### src/shared/two_wire_map.svh
// Overview of operation
// - byte sent and acknowledged: flag set, status 28.
// - byte sent, no acknowledge: flag set, status 30, same follow-ups allowed.
// - clear flag with start and stop zero: send loaded byte, sample acknowledge.
// - clear flag with start one, stop zero: send repeated start.
// - clear flag with stop only: send stop, then clear stop request.
// - clear flag with start and stop: stop then start, stop request cleared.
// - arbitration lost: status 38; clear with start and stop zero releases bus, not addressed.
// - after arbitration loss, clear with start: wait for free bus, then start.
// - start request write: test bus, generate start once free.
// - start sent: flag set, status 08.
// - after read address and acknowledge: flag set, status 38, 40 or 48.
// - received byte sits in data register once flag is set.
// - after repeated start (status 10) any slave or direction may follow.
// - data write while flag low is discarded and sets write collision.
`ifndef TWO_WIRE_MAP_SVH
`define TWO_WIRE_MAP_SVH
// register byte addresses
`define TW_CONTROL_ADDR 12'h000
`define TW_STATUS_ADDR  12'h004
`define TW_DATA_ADDR    12'h008
// control bit positions
`define TW_BIT_INT   7
`define TW_BIT_EA    6
`define TW_BIT_STA   5
`define TW_BIT_STO   4
`define TW_BIT_WC    3
`define TW_BIT_EN    2
`define TW_BIT_IE    0
// status codes
`define TW_ST_START    8'h08
`define TW_ST_RSTART   8'h10
`define TW_ST_AW_ACK   8'h18
`define TW_ST_AW_NACK  8'h20
`define TW_ST_DT_ACK   8'h28
`define TW_ST_DT_NACK  8'h30
`define TW_ST_ARB      8'h38
`define TW_ST_AR_ACK   8'h40
`define TW_ST_AR_NACK  8'h48
`define TW_ST_DR_ACK   8'h50
`define TW_ST_DR_NACK  8'h58
`define TW_ST_IDLE     8'hf8
// reset values
`define TW_CONTROL_RST 8'h00
`define TW_DATA_RST    8'hff
// quarter bit period in system clocks
`define TW_QUARTER_CYC 16'd25
`endif

### src/shared/two_wire_pkg.sv
package two_wire_pkg;
  // bus engine states, gray along start-bit-ack path
  typedef enum logic [3:0] {
    ST_IDLE  = 4'b0000,
    ST_START = 4'b0001,
    ST_BIT   = 4'b0011,
    ST_ACK   = 4'b0010,
    ST_HOLD  = 4'b0110,
    ST_STOP  = 4'b0111,
    ST_WFREE = 4'b0101
  } eng_state_t;
  // action requested when the flag is cleared
  typedef enum logic [2:0] {
    ACT_NONE, ACT_START, ACT_BYTE, ACT_STOP, ACT_STOPSTART, ACT_RELEASE
  } action_t;
endpackage

### src/verilog/two_wire_master.sv
// The implementer's own choices: the register addresses and the APB slave port.
`timescale 1ns/1ps
`default_nettype none
`include "two_wire_map.svh"
// two wire master sequencer with apb registers
module two_wire_master #(
  parameter int unsigned QUARTER = `TW_QUARTER_CYC
) (
  // system
  input  wire logic        clk_sys,
  input  wire logic        rst,
  // apb slave
  input  wire logic        psel,
  input  wire logic        penable,
  input  wire logic        pwrite,
  input  wire logic [11:0] paddr,
  input  wire logic [31:0] pwdata,
  output logic      [31:0] prdata,
  output logic             pready,
  output logic             pslverr,
  // bus clock pin
  input  wire logic        scl_in,
  output logic             scl_out,
  output logic             scl_oe,
  // bus data pin
  input  wire logic        sda_in,
  output logic             sda_out,
  output logic             sda_oe,
  // flag level for software polling
  output logic             interrupt_flag
);
  typedef struct packed {
    two_wire_pkg::eng_state_t st;
    two_wire_pkg::action_t    after_stop;
    logic [7:0]  control;
    logic [4:0]  code;
    logic [1:0]  presc;
    logic [7:0]  data;
    logic [7:0]  shift;
    logic [2:0]  bitn;
    logic [1:0]  phase;
    logic        is_addr;
    logic        rx_mode;
    logic        master;
    logic        busy;
    logic        scl_lo;
    logic        sda_lo;
    logic [31:0] prdata;
    logic        pready;
    logic        pslverr;
  } core_state_t;
  core_state_t c_reg;
  core_state_t c_next;
  logic scl_s;
  logic sda_s;
  logic scl_q;
  logic sda_q;
  logic tick;
  // pin synchronisers
  two_wire_sync u_scl (
    .clk_sys (clk_sys),
    .rst     (rst),
    .pin_in  (scl_in),
    .pin_sync(scl_s)
  );
  two_wire_sync u_sda (
    .clk_sys (clk_sys),
    .rst     (rst),
    .pin_in  (sda_in),
    .pin_sync(sda_s)
  );
  // quarter bit timing
  two_wire_tick #(.QUARTER(QUARTER)) u_tick (
    .clk_sys(clk_sys),
    .rst    (rst),
    .run    (c_reg.st != two_wire_pkg::ST_IDLE && c_reg.st != two_wire_pkg::ST_HOLD),
    .tick   (tick)
  );
  // delayed copies for bus start and stop detection
  always_ff @(posedge clk_sys or posedge rst) begin
    if (rst) begin
      scl_q <= 1'b1;
      sda_q <= 1'b1;
    end else begin
      scl_q <= scl_s;
      sda_q <= sda_s;
    end
  end
  // raise flag with a status code
  function automatic core_state_t post(input core_state_t s, input logic [7:0] code);
    core_state_t r;
    r = s;
    r.code = code[7:3];
    r.control[`TW_BIT_INT] = 1'b1;
    r.st = two_wire_pkg::ST_HOLD;
    return r;
  endfunction
  // decode the action from a control write
  function automatic two_wire_pkg::action_t decode(input logic sta, input logic sto,
                                                   input logic master);
    if (sta && sto) begin
      return two_wire_pkg::ACT_STOPSTART;
    end else if (sta) begin
      return two_wire_pkg::ACT_START;
    end else if (sto) begin
      return two_wire_pkg::ACT_STOP;
    end else if (master) begin
      return two_wire_pkg::ACT_BYTE;
    end else begin
      return two_wire_pkg::ACT_RELEASE;
    end
  endfunction
  logic                  wr_acc;
  logic                  rd_acc;
  logic                  ack_bit;
  two_wire_pkg::action_t act;
  // next state for registers and bus engine
  always_comb begin
    c_next = c_reg;
    wr_acc = psel && penable && pwrite && !c_reg.pready;
    rd_acc = psel && penable && !pwrite && !c_reg.pready;
    ack_bit = 1'b0;
    act = two_wire_pkg::ACT_NONE;
    c_next.pready = psel && penable && !c_reg.pready;
    c_next.pslverr = 1'b0;
    // bus busy tracking from start and stop seen on the pins
    if (scl_s && sda_q && !sda_s) begin
      c_next.busy = 1'b1;
    end else if (scl_s && !sda_q && sda_s) begin
      c_next.busy = 1'b0;
    end
    // register reads
    if (rd_acc) begin
      case (paddr)
        `TW_CONTROL_ADDR: c_next.prdata = {24'h000000, c_reg.control};
        `TW_STATUS_ADDR:  c_next.prdata = {24'h000000, c_reg.code, 1'b0, c_reg.presc};
        `TW_DATA_ADDR:    c_next.prdata = {24'h000000, c_reg.data};
        default: begin
          c_next.prdata  = 32'h00000000;
          c_next.pslverr = 1'b1;
        end
      endcase
    end
    // register writes
    if (wr_acc) begin
      case (paddr)
        `TW_CONTROL_ADDR: begin
          c_next.control[`TW_BIT_EA]  = pwdata[`TW_BIT_EA];
          c_next.control[`TW_BIT_STA] = pwdata[`TW_BIT_STA];
          c_next.control[`TW_BIT_STO] = pwdata[`TW_BIT_STO];
          c_next.control[`TW_BIT_EN]  = pwdata[`TW_BIT_EN];
          c_next.control[`TW_BIT_IE]  = pwdata[`TW_BIT_IE];
          if (pwdata[`TW_BIT_INT] && c_reg.control[`TW_BIT_INT]) begin
            c_next.control[`TW_BIT_INT] = 1'b0;
            c_next.control[`TW_BIT_WC]  = 1'b0;
            if (pwdata[`TW_BIT_EN]) begin
              act = decode(pwdata[`TW_BIT_STA], pwdata[`TW_BIT_STO], c_reg.master);
            end
          end else if (pwdata[`TW_BIT_INT] && pwdata[`TW_BIT_EN] &&
                       c_reg.st == two_wire_pkg::ST_IDLE && pwdata[`TW_BIT_STA]) begin
            act = two_wire_pkg::ACT_START;
          end
          if (!pwdata[`TW_BIT_EN]) begin
            c_next.st = two_wire_pkg::ST_IDLE;
            c_next.master = 1'b0;
            c_next.scl_lo = 1'b0;
            c_next.sda_lo = 1'b0;
          end
        end
        `TW_STATUS_ADDR: c_next.presc = pwdata[1:0];
        `TW_DATA_ADDR: begin
          if (c_reg.control[`TW_BIT_INT]) begin
            c_next.data = pwdata[7:0];
          end else begin
            c_next.control[`TW_BIT_WC] = 1'b1;
          end
        end
        default: c_next.pslverr = 1'b1;
      endcase
    end
    // launch the requested action
    case (act)
      two_wire_pkg::ACT_START: begin
        c_next.st = two_wire_pkg::ST_WFREE;
        c_next.phase = 2'd0;
      end
      two_wire_pkg::ACT_BYTE: begin
        c_next.st = two_wire_pkg::ST_BIT;
        c_next.shift = c_reg.rx_mode && !c_reg.is_addr ? 8'hff : c_reg.data;
        c_next.bitn = 3'd7;
        c_next.phase = 2'd0;
      end
      two_wire_pkg::ACT_STOP, two_wire_pkg::ACT_STOPSTART: begin
        c_next.st = two_wire_pkg::ST_STOP;
        c_next.after_stop = act;
        c_next.phase = 2'd0;
      end
      two_wire_pkg::ACT_RELEASE: begin
        c_next.st = two_wire_pkg::ST_IDLE;
        c_next.scl_lo = 1'b0;
        c_next.sda_lo = 1'b0;
        c_next.code = 5'(`TW_ST_IDLE >> 3);
      end
      default: ;
    endcase
    // bus engine on quarter bit ticks
    if (tick) begin
      c_next.phase = c_reg.phase + 2'd1;
      case (c_reg.st)
        two_wire_pkg::ST_WFREE: begin
          // wait for a free bus, release lines first
          c_next.scl_lo = 1'b0;
          c_next.sda_lo = 1'b0;
          if (c_reg.busy && !c_reg.master) begin
            c_next.phase = 2'd0;
          end else if (c_reg.phase == 2'd3 && scl_s) begin
            c_next.st = two_wire_pkg::ST_START;
            c_next.phase = 2'd0;
          end
        end
        two_wire_pkg::ST_START: begin
          if (c_reg.phase == 2'd0) begin
            c_next.sda_lo = 1'b1;
          end else if (c_reg.phase == 2'd2) begin
            c_next.scl_lo = 1'b1;
          end else if (c_reg.phase == 2'd3) begin
            c_next.is_addr = 1'b1;
            c_next = post(c_next, c_reg.master ? `TW_ST_RSTART : `TW_ST_START);
            c_next.master = 1'b1;
            c_next.control[`TW_BIT_STA] = 1'b0;
          end
        end
        two_wire_pkg::ST_BIT, two_wire_pkg::ST_ACK: begin
          if (c_reg.phase == 2'd0) begin
            if (c_reg.st == two_wire_pkg::ST_BIT) begin
              c_next.sda_lo = !c_reg.shift[7];
            end else begin
              // receiver answers with ack_enable, transmitter releases
              c_next.sda_lo = c_reg.rx_mode && !c_reg.is_addr && c_reg.control[`TW_BIT_EA];
            end
          end else if (c_reg.phase == 2'd1) begin
            c_next.scl_lo = 1'b0;
          end else if (c_reg.phase == 2'd2) begin
            if (!scl_s) begin
              c_next.phase = c_reg.phase; // slave stretching
            end else if (c_reg.st == two_wire_pkg::ST_BIT) begin
              c_next.shift = {c_reg.shift[6:0], sda_s};
              if (!c_reg.sda_lo && !sda_s && !(c_reg.rx_mode && !c_reg.is_addr)) begin
                c_next.master = 1'b0;
                c_next.scl_lo = 1'b0;
                c_next.sda_lo = 1'b0;
                c_next = post(c_next, `TW_ST_ARB);
              end
            end
          end else begin
            c_next.scl_lo = 1'b1;
            if (c_reg.st == two_wire_pkg::ST_BIT) begin
              c_next.bitn = c_reg.bitn - 3'd1;
              if (c_reg.bitn == 3'd0) begin
                c_next.st = two_wire_pkg::ST_ACK;
              end
            end else begin
              ack_bit = !sda_q;
              c_next.sda_lo = 1'b0;
              if (c_reg.is_addr) begin
                c_next.is_addr = 1'b0;
                c_next.rx_mode = c_reg.data[0];
                if (c_reg.data[0]) begin
                  c_next = post(c_next, ack_bit ? `TW_ST_AR_ACK : `TW_ST_AR_NACK);
                end else begin
                  c_next = post(c_next, ack_bit ? `TW_ST_AW_ACK : `TW_ST_AW_NACK);
                end
              end else if (c_reg.rx_mode) begin
                c_next.data = c_reg.shift;
                c_next = post(c_next, c_reg.control[`TW_BIT_EA] ? `TW_ST_DR_ACK
                                                                : `TW_ST_DR_NACK);
              end else begin
                c_next = post(c_next, ack_bit ? `TW_ST_DT_ACK : `TW_ST_DT_NACK);
              end
            end
          end
        end
        two_wire_pkg::ST_STOP: begin
          if (c_reg.phase == 2'd0) begin
            c_next.sda_lo = 1'b1;
          end else if (c_reg.phase == 2'd1) begin
            c_next.scl_lo = 1'b0;
          end else if (c_reg.phase == 2'd2) begin
            c_next.sda_lo = 1'b0;
          end else begin
            c_next.master = 1'b0;
            c_next.rx_mode = 1'b0;
            c_next.control[`TW_BIT_STO] = 1'b0;
            c_next.code = 5'(`TW_ST_IDLE >> 3);
            c_next.st = c_reg.after_stop == two_wire_pkg::ACT_STOPSTART ?
                        two_wire_pkg::ST_WFREE : two_wire_pkg::ST_IDLE;
          end
        end
        default: c_next.phase = 2'd0;
      endcase
    end
  end
  always_ff @(posedge clk_sys or posedge rst) begin
    if (rst) begin
      c_reg <= '{st: two_wire_pkg::ST_IDLE, after_stop: two_wire_pkg::ACT_NONE,
                 control: `TW_CONTROL_RST, code: 5'h1f, presc: 2'b00,
                 data: `TW_DATA_RST, shift: 8'h00, bitn: 3'd7, phase: 2'd0,
                 is_addr: 1'b0, rx_mode: 1'b0, master: 1'b0, busy: 1'b0,
                 scl_lo: 1'b0, sda_lo: 1'b0, prdata: 32'h00000000,
                 pready: 1'b0, pslverr: 1'b0};
    end else begin
      c_reg <= c_next;
    end
  end
  // outputs straight from state flops, scl_out and sda_out tied low
  assign prdata  = c_reg.prdata;
  assign pready  = c_reg.pready;
  assign pslverr = c_reg.pslverr;
  assign scl_out = 1'b0;
  assign scl_oe  = c_reg.scl_lo;
  assign sda_out = 1'b0;
  assign sda_oe  = c_reg.sda_lo;
  assign interrupt_flag = c_reg.control[`TW_BIT_INT];
endmodule // two_wire_master
`default_nettype wire

### src/verilog/two_wire_sync.sv
`timescale 1ns/1ps
`default_nettype none
// two flop synchroniser for one pin input
module two_wire_sync (
  // clock and reset
  input  wire logic clk_sys,
  input  wire logic rst,
  // pin and synchronised level
  input  wire logic pin_in,
  output logic      pin_sync
);
  typedef struct packed {
    logic meta;
    logic sync;
  } sync_state_t;
  sync_state_t s_reg;
  sync_state_t s_next;
  // meta flop feeds only the second flop
  always_comb begin
    s_next.meta = pin_in;
    s_next.sync = s_reg.meta;
  end
  always_ff @(posedge clk_sys or posedge rst) begin
    if (rst) begin
      s_reg <= 2'b11;
    end else begin
      s_reg <= s_next;
    end
  end
  assign pin_sync = s_reg.sync;
endmodule // two_wire_sync
`default_nettype wire

### src/verilog/two_wire_tick.sv
`timescale 1ns/1ps
`default_nettype none
`include "two_wire_map.svh"
// quarter bit enable divider
module two_wire_tick #(
  parameter int unsigned QUARTER = `TW_QUARTER_CYC
) (
  // clock and reset
  input  wire logic clk_sys,
  input  wire logic rst,
  // run and enable pulse
  input  wire logic run,
  output logic      tick
);
  typedef struct packed {
    logic [15:0] cnt;
    logic        tick;
  } tick_state_t;
  tick_state_t t_reg;
  tick_state_t t_next;
  // refuse a divider that the 16-bit counter cannot serve
  if (QUARTER < 2 || QUARTER > 65535) begin : g_bad_quarter
    $error("QUARTER out of range");
  end
  // count down, pulse at wrap
  always_comb begin
    t_next = t_reg;
    t_next.tick = 1'b0;
    if (!run) begin
      t_next.cnt = 16'(QUARTER - 1);
    end else if (t_reg.cnt == 16'h0000) begin
      t_next.cnt  = 16'(QUARTER - 1);
      t_next.tick = 1'b1;
    end else begin
      t_next.cnt = t_reg.cnt - 16'h0001;
    end
  end
  always_ff @(posedge clk_sys or posedge rst) begin
    if (rst) begin
      t_reg <= '0;
    end else begin
      t_reg <= t_next;
    end
  end
  assign tick = t_reg.tick;
endmodule // two_wire_tick
`default_nettype wire

### config.mk
export PLATFORM = sky130hd
export DESIGN_NAME = two_wire_master
export DESIGN_NICKNAME = d
export VERILOG_FILES = /design/src/shared/two_wire_pkg.sv /design/src/verilog/two_wire_master.sv /design/src/verilog/two_wire_sync.sv /design/src/verilog/two_wire_tick.sv
export VERILOG_INCLUDE_DIRS = /design/src /design/src/shared
export SDC_FILE = /design/constraint.sdc
export NUM_CORES = 1
export LEC_CHECK = 0
export ABC_AREA = 1
export BUFFER_PORTS_ARGS = -buffer_cell sky130_fd_sc_hd__buf_2
export CAP_MARGIN = 20
export CORE_ASPECT_RATIO = 1.25
export CORE_MARGIN = 5
export CORE_UTILIZATION = 55
export DETAILED_ROUTE_END_ITERATION = 10
export GPL_TIMING_DRIVEN = 1
export PLACE_DENSITY = 0.77
export SYNTH_ARGS = -nofsm -noshare
export SYNTH_HDL_FRONTEND = slang
export SYNTH_SLANG_ARGS = --single-unit
### constraint.sdc
create_clock -name clk_sys -period 4.45 [get_ports clk_sys]
set_input_delay 0.445 -clock clk_sys [delete_from_list [all_inputs] [get_ports clk_sys]]
set_output_delay 0.445 -clock clk_sys [all_outputs]
set_load 0.005 [all_outputs]
Yosys cells after proc, flatten, opt, wreduce, memory -nomap -nowiden
Index checks and enable logic that the tools add are counted.
Storage, ports and cells
  input bits: 51
  logic and storage cells: 224
  output and inout port bits: 39
  register bits: 104
Cells by class
  equality and inequality tests: 30
  add/subtract/negate cells: 3
  bitwise gates (word level): 1
  multiplexer cells: 118
  reduce and logical (&&, ||, !) cells: 47
Operators with widths (number)
  83-bit two-way mux: 5
  67-bit two-way mux: 3
  48-bit two-way mux: 2
  47-bit two-way mux: 2
  35-bit two-way mux: 2
  34-bit two-way mux: 2
  34-bit one-hot mux with 2 select lines: 1
  4-bit two-way mux: 13
  42-bit two-way mux: 1
  21-bit one-hot mux with 2 select lines: 1
  41-bit two-way mux: 1
  40-bit two-way mux: 1
  3-bit two-way mux: 11
  16-bit two-way mux: 2
  32-bit two-way mux: 1
  4-bit one-hot mux with 4 select lines: 2
  1-bit two-way mux: 31
  31-bit two-way mux: 1
  5-bit two-way mux: 6
  2-bit two-way mux: 12
  8-bit two-way mux: 3
  8-bit one-hot mux with 3 select lines: 1
  1-bit logical AND: 22
  16-bit logical NOT: 1
  other kinds (42): 72

Logic depth before layout (Yosys ltp)
  depth in word-level cells: 19
  depth in mapped cells: 14
  depth with buffers taken out: 13

Cells and area by module
From an unflattened synthesis, not the netlist that was laid out.
Second synthesis, totals
  cell total of the unflattened synthesis: 682
  area total of the unflattened synthesis: 5377.7 µm²
By module, submodules not included
  two_wire_master: times used 1, cells each 561, area each 4354.2 µm², seq. area each 1497.7 µm²
  two_wire_tick: times used 1, cells each 115, area each 910.9 µm², seq. area each 425.4 µm²
  two_wire_sync: times used 2, cells each 3, area each 56.3 µm², seq. area each 52.6 µm²

Least setup slack after synthesis
Ideal clock, no wire load.
  path type: register -> register
  from: reg c_reg[40] (netlist bit)
  to: reg c_reg[81] (netlist bit)
  clock period less this slack: 1.821 ns
  arrival time: 1.748 ns
  setup time: 0.073 ns
  path buffers: 0
  cell stages (with the launch flop): 12
  required time: 4.377 ns
  slack: 2.629 ns
  cells stage by stage: dfrtp_1 inv_1 ha_1 nor2_1 inv_1 nor2_1 nand4_2 nand2_2 inv_2 o21ai_1 inv_1 a21oi_2
RTL lines
  start: declaration: RTL line two_wire_master.sv:52  | core_state_t c_reg;
  start signal: assignment: RTL line two_wire_master.sv:305  | c_reg <= '{st: two_wire_pkg::ST_IDLE, after_stop: two_wire_pkg::ACT_NONE,
  start signal: assignment: RTL line two_wire_master.sv:312  | c_reg <= c_next;

==> parameters.txt <==
Parameter                              Value

Setup path
  Worst Path Class, Setup    register to register
  Delay contributed by the slowest stage of the critical path    420 ps
  CP Data Required Time    4740 ps
  R2r startpoint    c_reg[40]
  Chain of cells forming the critical path    inv_1, ha_1, inv_1, nand2_1, nor2_1, nand2_1, o211ai_1, o21ai_1, inv_1
  Max Fanout on Critical Path    16
  Crit path launch    c_reg[40]
  Cell type with the highest occurrence count on the critical path    inv_1
  Master of the slowest instance on the critical path    dfrtp_1
  Launching element type of the critical path    register
  Endpoint kind of the worst setup timing path    register
  Critical path arrival    2650 ps

CTS
  Post-CTS setup buffer count    0
  Number of sinks handled by clock tree synthesis    80
  Num CTS Buffers    9
  Cells resized by post-CTS repair    0
  Clock tree buffer depth    2
  Skew-Pair Late Insertion Delay    340 ps
  Root Driver    clkbuf_16
  Clock-pin transition on the worst setup and hold timing paths    60 ps
  CTS tree    yes
  Number of buffers added to fix hold violations after cts    0
  Total number of H-tree levels    3

Floorplan
  Chip Height    118 um
  Standard-cell rows    39
  I/O pin count    90
  Die X-Extent    96.3 um
  Area enclosed by the die boundary    0.0114 mm^2
  Effective utilization at floorplan    56.2%
  Placeable Area    0.00913 mm^2

Global route
  Initial antenna violation count    0
  Total track usage    22.6%
  Vias in the first global route    4371
  Largest net degree at the start of global routing    45
  Global route total overflow    0
  First-pass GRT wire length    20300 um

Drt
  Met1 wire length    4920 um
  Number of antenna-violating nets in the routed design    0
  Uppermost layer routed    met4
  DRC viols    0
  Met2 WL    6090 um
  Wirelength per Cell    14.8 um
  First drt pass iteration count    5
  Number of vias after detailed routing    4360
  Metal3 WL    543 um
  Detailed Route Iter0 Violations    212
  Drt via density    5.32
  Wirelength, routed    12200 um

Final layout
  Multi-input gate area    0.00249 mm^2
  Max reg flops    45
  Register area    0.00203 mm^2
  Most common library cell in the layout ignoring fill and taps    nand2_1
  Count of non-filler cells in the finished layout    820
  Number of fillers in the final layout    853
  Total inserted antenna cells    0
  Area Growth Syn to Fin    8.67%
  Final-stage net count    755
  Fraction of final layout cells sized beyond drive strength 1    20.2%
  Most frequent cells in the layout    nand2_1, inv_1, nor2_1

Timing
  Worst-Margin Slew    627 ps
  Min Tclk post-route    2350 ps
  Final Max Tran Viols    0
  Setup-violating endpoint count in the final report    0
  Setup repair after global routing missed its margin    false
  Final hold violations    0
  Setup Skew    8.36 ps
  Max Clk Rate    0.425 GHz
  Period utilisation layout    52.9%
  Final TNS setup    0 ps
  Relative slew slack    58.2%

Yosys
  Top-area cell type share of the netlist area    28.8%
  Synth cell types    51
  Seq/Total Area, Yosys    39.6%
  Post-Synthesis Cells    656
  Most used flip-flop cell after synthesis    dfrtp_1
  Synthesis Warnings    0
  Post-synthesis async set-or-reset flop share    100%
  Synthesized flop and latch total    80
  Top cells by area, synth    dfrtp_1, dfstp_2, nand2_1
  Largest area contributor in the synthesized netlist    dfrtp_1
  Post-synthesis instance area    0.00512 mm^2
  Mean instance size in the synthesized netlist    7.81 um^2
  Number of synthesized flops with an enable pin    0

Power
  Switching power total    0.000389 W
  Cell Int Power    0.00117 W
  Leak    2.82 nW
  Relative contribution of combinational cells to total power    5.8%
  Sequential share of power    48.2%
  Fraction of power spent switching nets    25.0%
  Share of power burned in the clock network    46.1%
  Power density of the placed cells    279 mW/mm^2
  Maximum ir drop on the vdd rail    235 uV

Worst hold path
  Min-delay worst type    input port to async pin

Placed design
  Inst Count DP    804
  Count of buffers inserted at the top-level ports    39
  Final weighted congestion in routability-driven placement    0.894
  HPWL reported at the end of detailed placement    9380 um

Job
  Max capacitance violation total    0

Outcome
  Result of the run    finished clean
==> critical path, delay by kind of cell (launching register included) <==
| kind | cells | cell delay (ps) |
|---|---|---|
| compound gates | 2 | 290 |
| fa+ha+maj | 1 | 320 |
| buf+inv | 3 | 370 |
| flops | 1 | 420 |
| simple gates | 3 | 910 |
==> cell type report <==
cell class	count	area share, %
Clock buffer	11	4.36
Clock inverter	5	0.696
Inverter	110	7.48
Multi-Input combinational cell	451	44.6
Sequential cell	80	36.4
Tap cell	123	2.76
Timing Repair Buffer	40	3.64
==> path summary, 6_finish.rpt <==
check	to	slack (ps)	depth (start not counted)
max	c_reg[55]	2100	9
max in group asynchronous	c_reg[43]	3320	3
min reg2reg	u_scl.pin_sync	360	0
min	c_reg[39]	150	2
max reg2reg	c_reg[55]	2100	9
min in group clk_sys	u_sda.s_next[0]	200	1
==> layer usage <==
layer | up-vias | GRT usage (%)
li1 | 2156 | -
met1 | 2031 | 26.2
met2 | 133 | 38.3
met3 | 40 | 3.52
met4 | 0 | 13.4
met5 | - | 0
==> logic make-up after synthesis <==
group                    Yosys count  share of synthesized area (%)
AND/OR/NAND/NOR                  272                           26.3
adder cells (fa/ha/maj)           12                           2.93
XOR/XNOR                          10                           1.71
other                              1                         0.0732
buffers and inverters            150                           13.7
multiplexers                       2                          0.513
AO/OA/AOI/OAI                    129                           15.1
flip-flops                        80                           39.6
==> power by group through the flow <==
stage                     Combinational [W]  Sequential (W)  Clock, W
after floorplan                   0.0000756        0.000760         0
after detailed placement          0.0000901        0.000762         0
final                             0.0000896        0.000749  0.000716
after global placement            0.0000871        0.000762         0
after global routing               0.000104        0.000751  0.000756
after CTS                         0.0000904        0.000749  0.000726
==> synthesized netlist by cell type, drive strengths merged (20+ instances only) <==
master	count
a21oi	30
buf	38
dfrtp	59
dfstp	21
inv	108
nand2	114
nand3	29
nor2	89
nor3	20
o21ai	62
==> stage by stage <==
stage	hold slack, ps	total power [W]	util, %	area [um^2]	setup slack (ps)
6_report	152	0.00156	61.0	5570	2100
5_1_grt	190	0.00161	61.0	5570	1830
4_1_cts	177	0.00157	61.0	5570	2130
3_5_place_dp	347	0.000852	57.9	5290	2140
3_3_place_gp	346	0.000849	57.9	5290	2190
2_1_floorplan	345	0.000836	-	5220	1990
No activity file was read; power rests on OpenSTA's default activity.
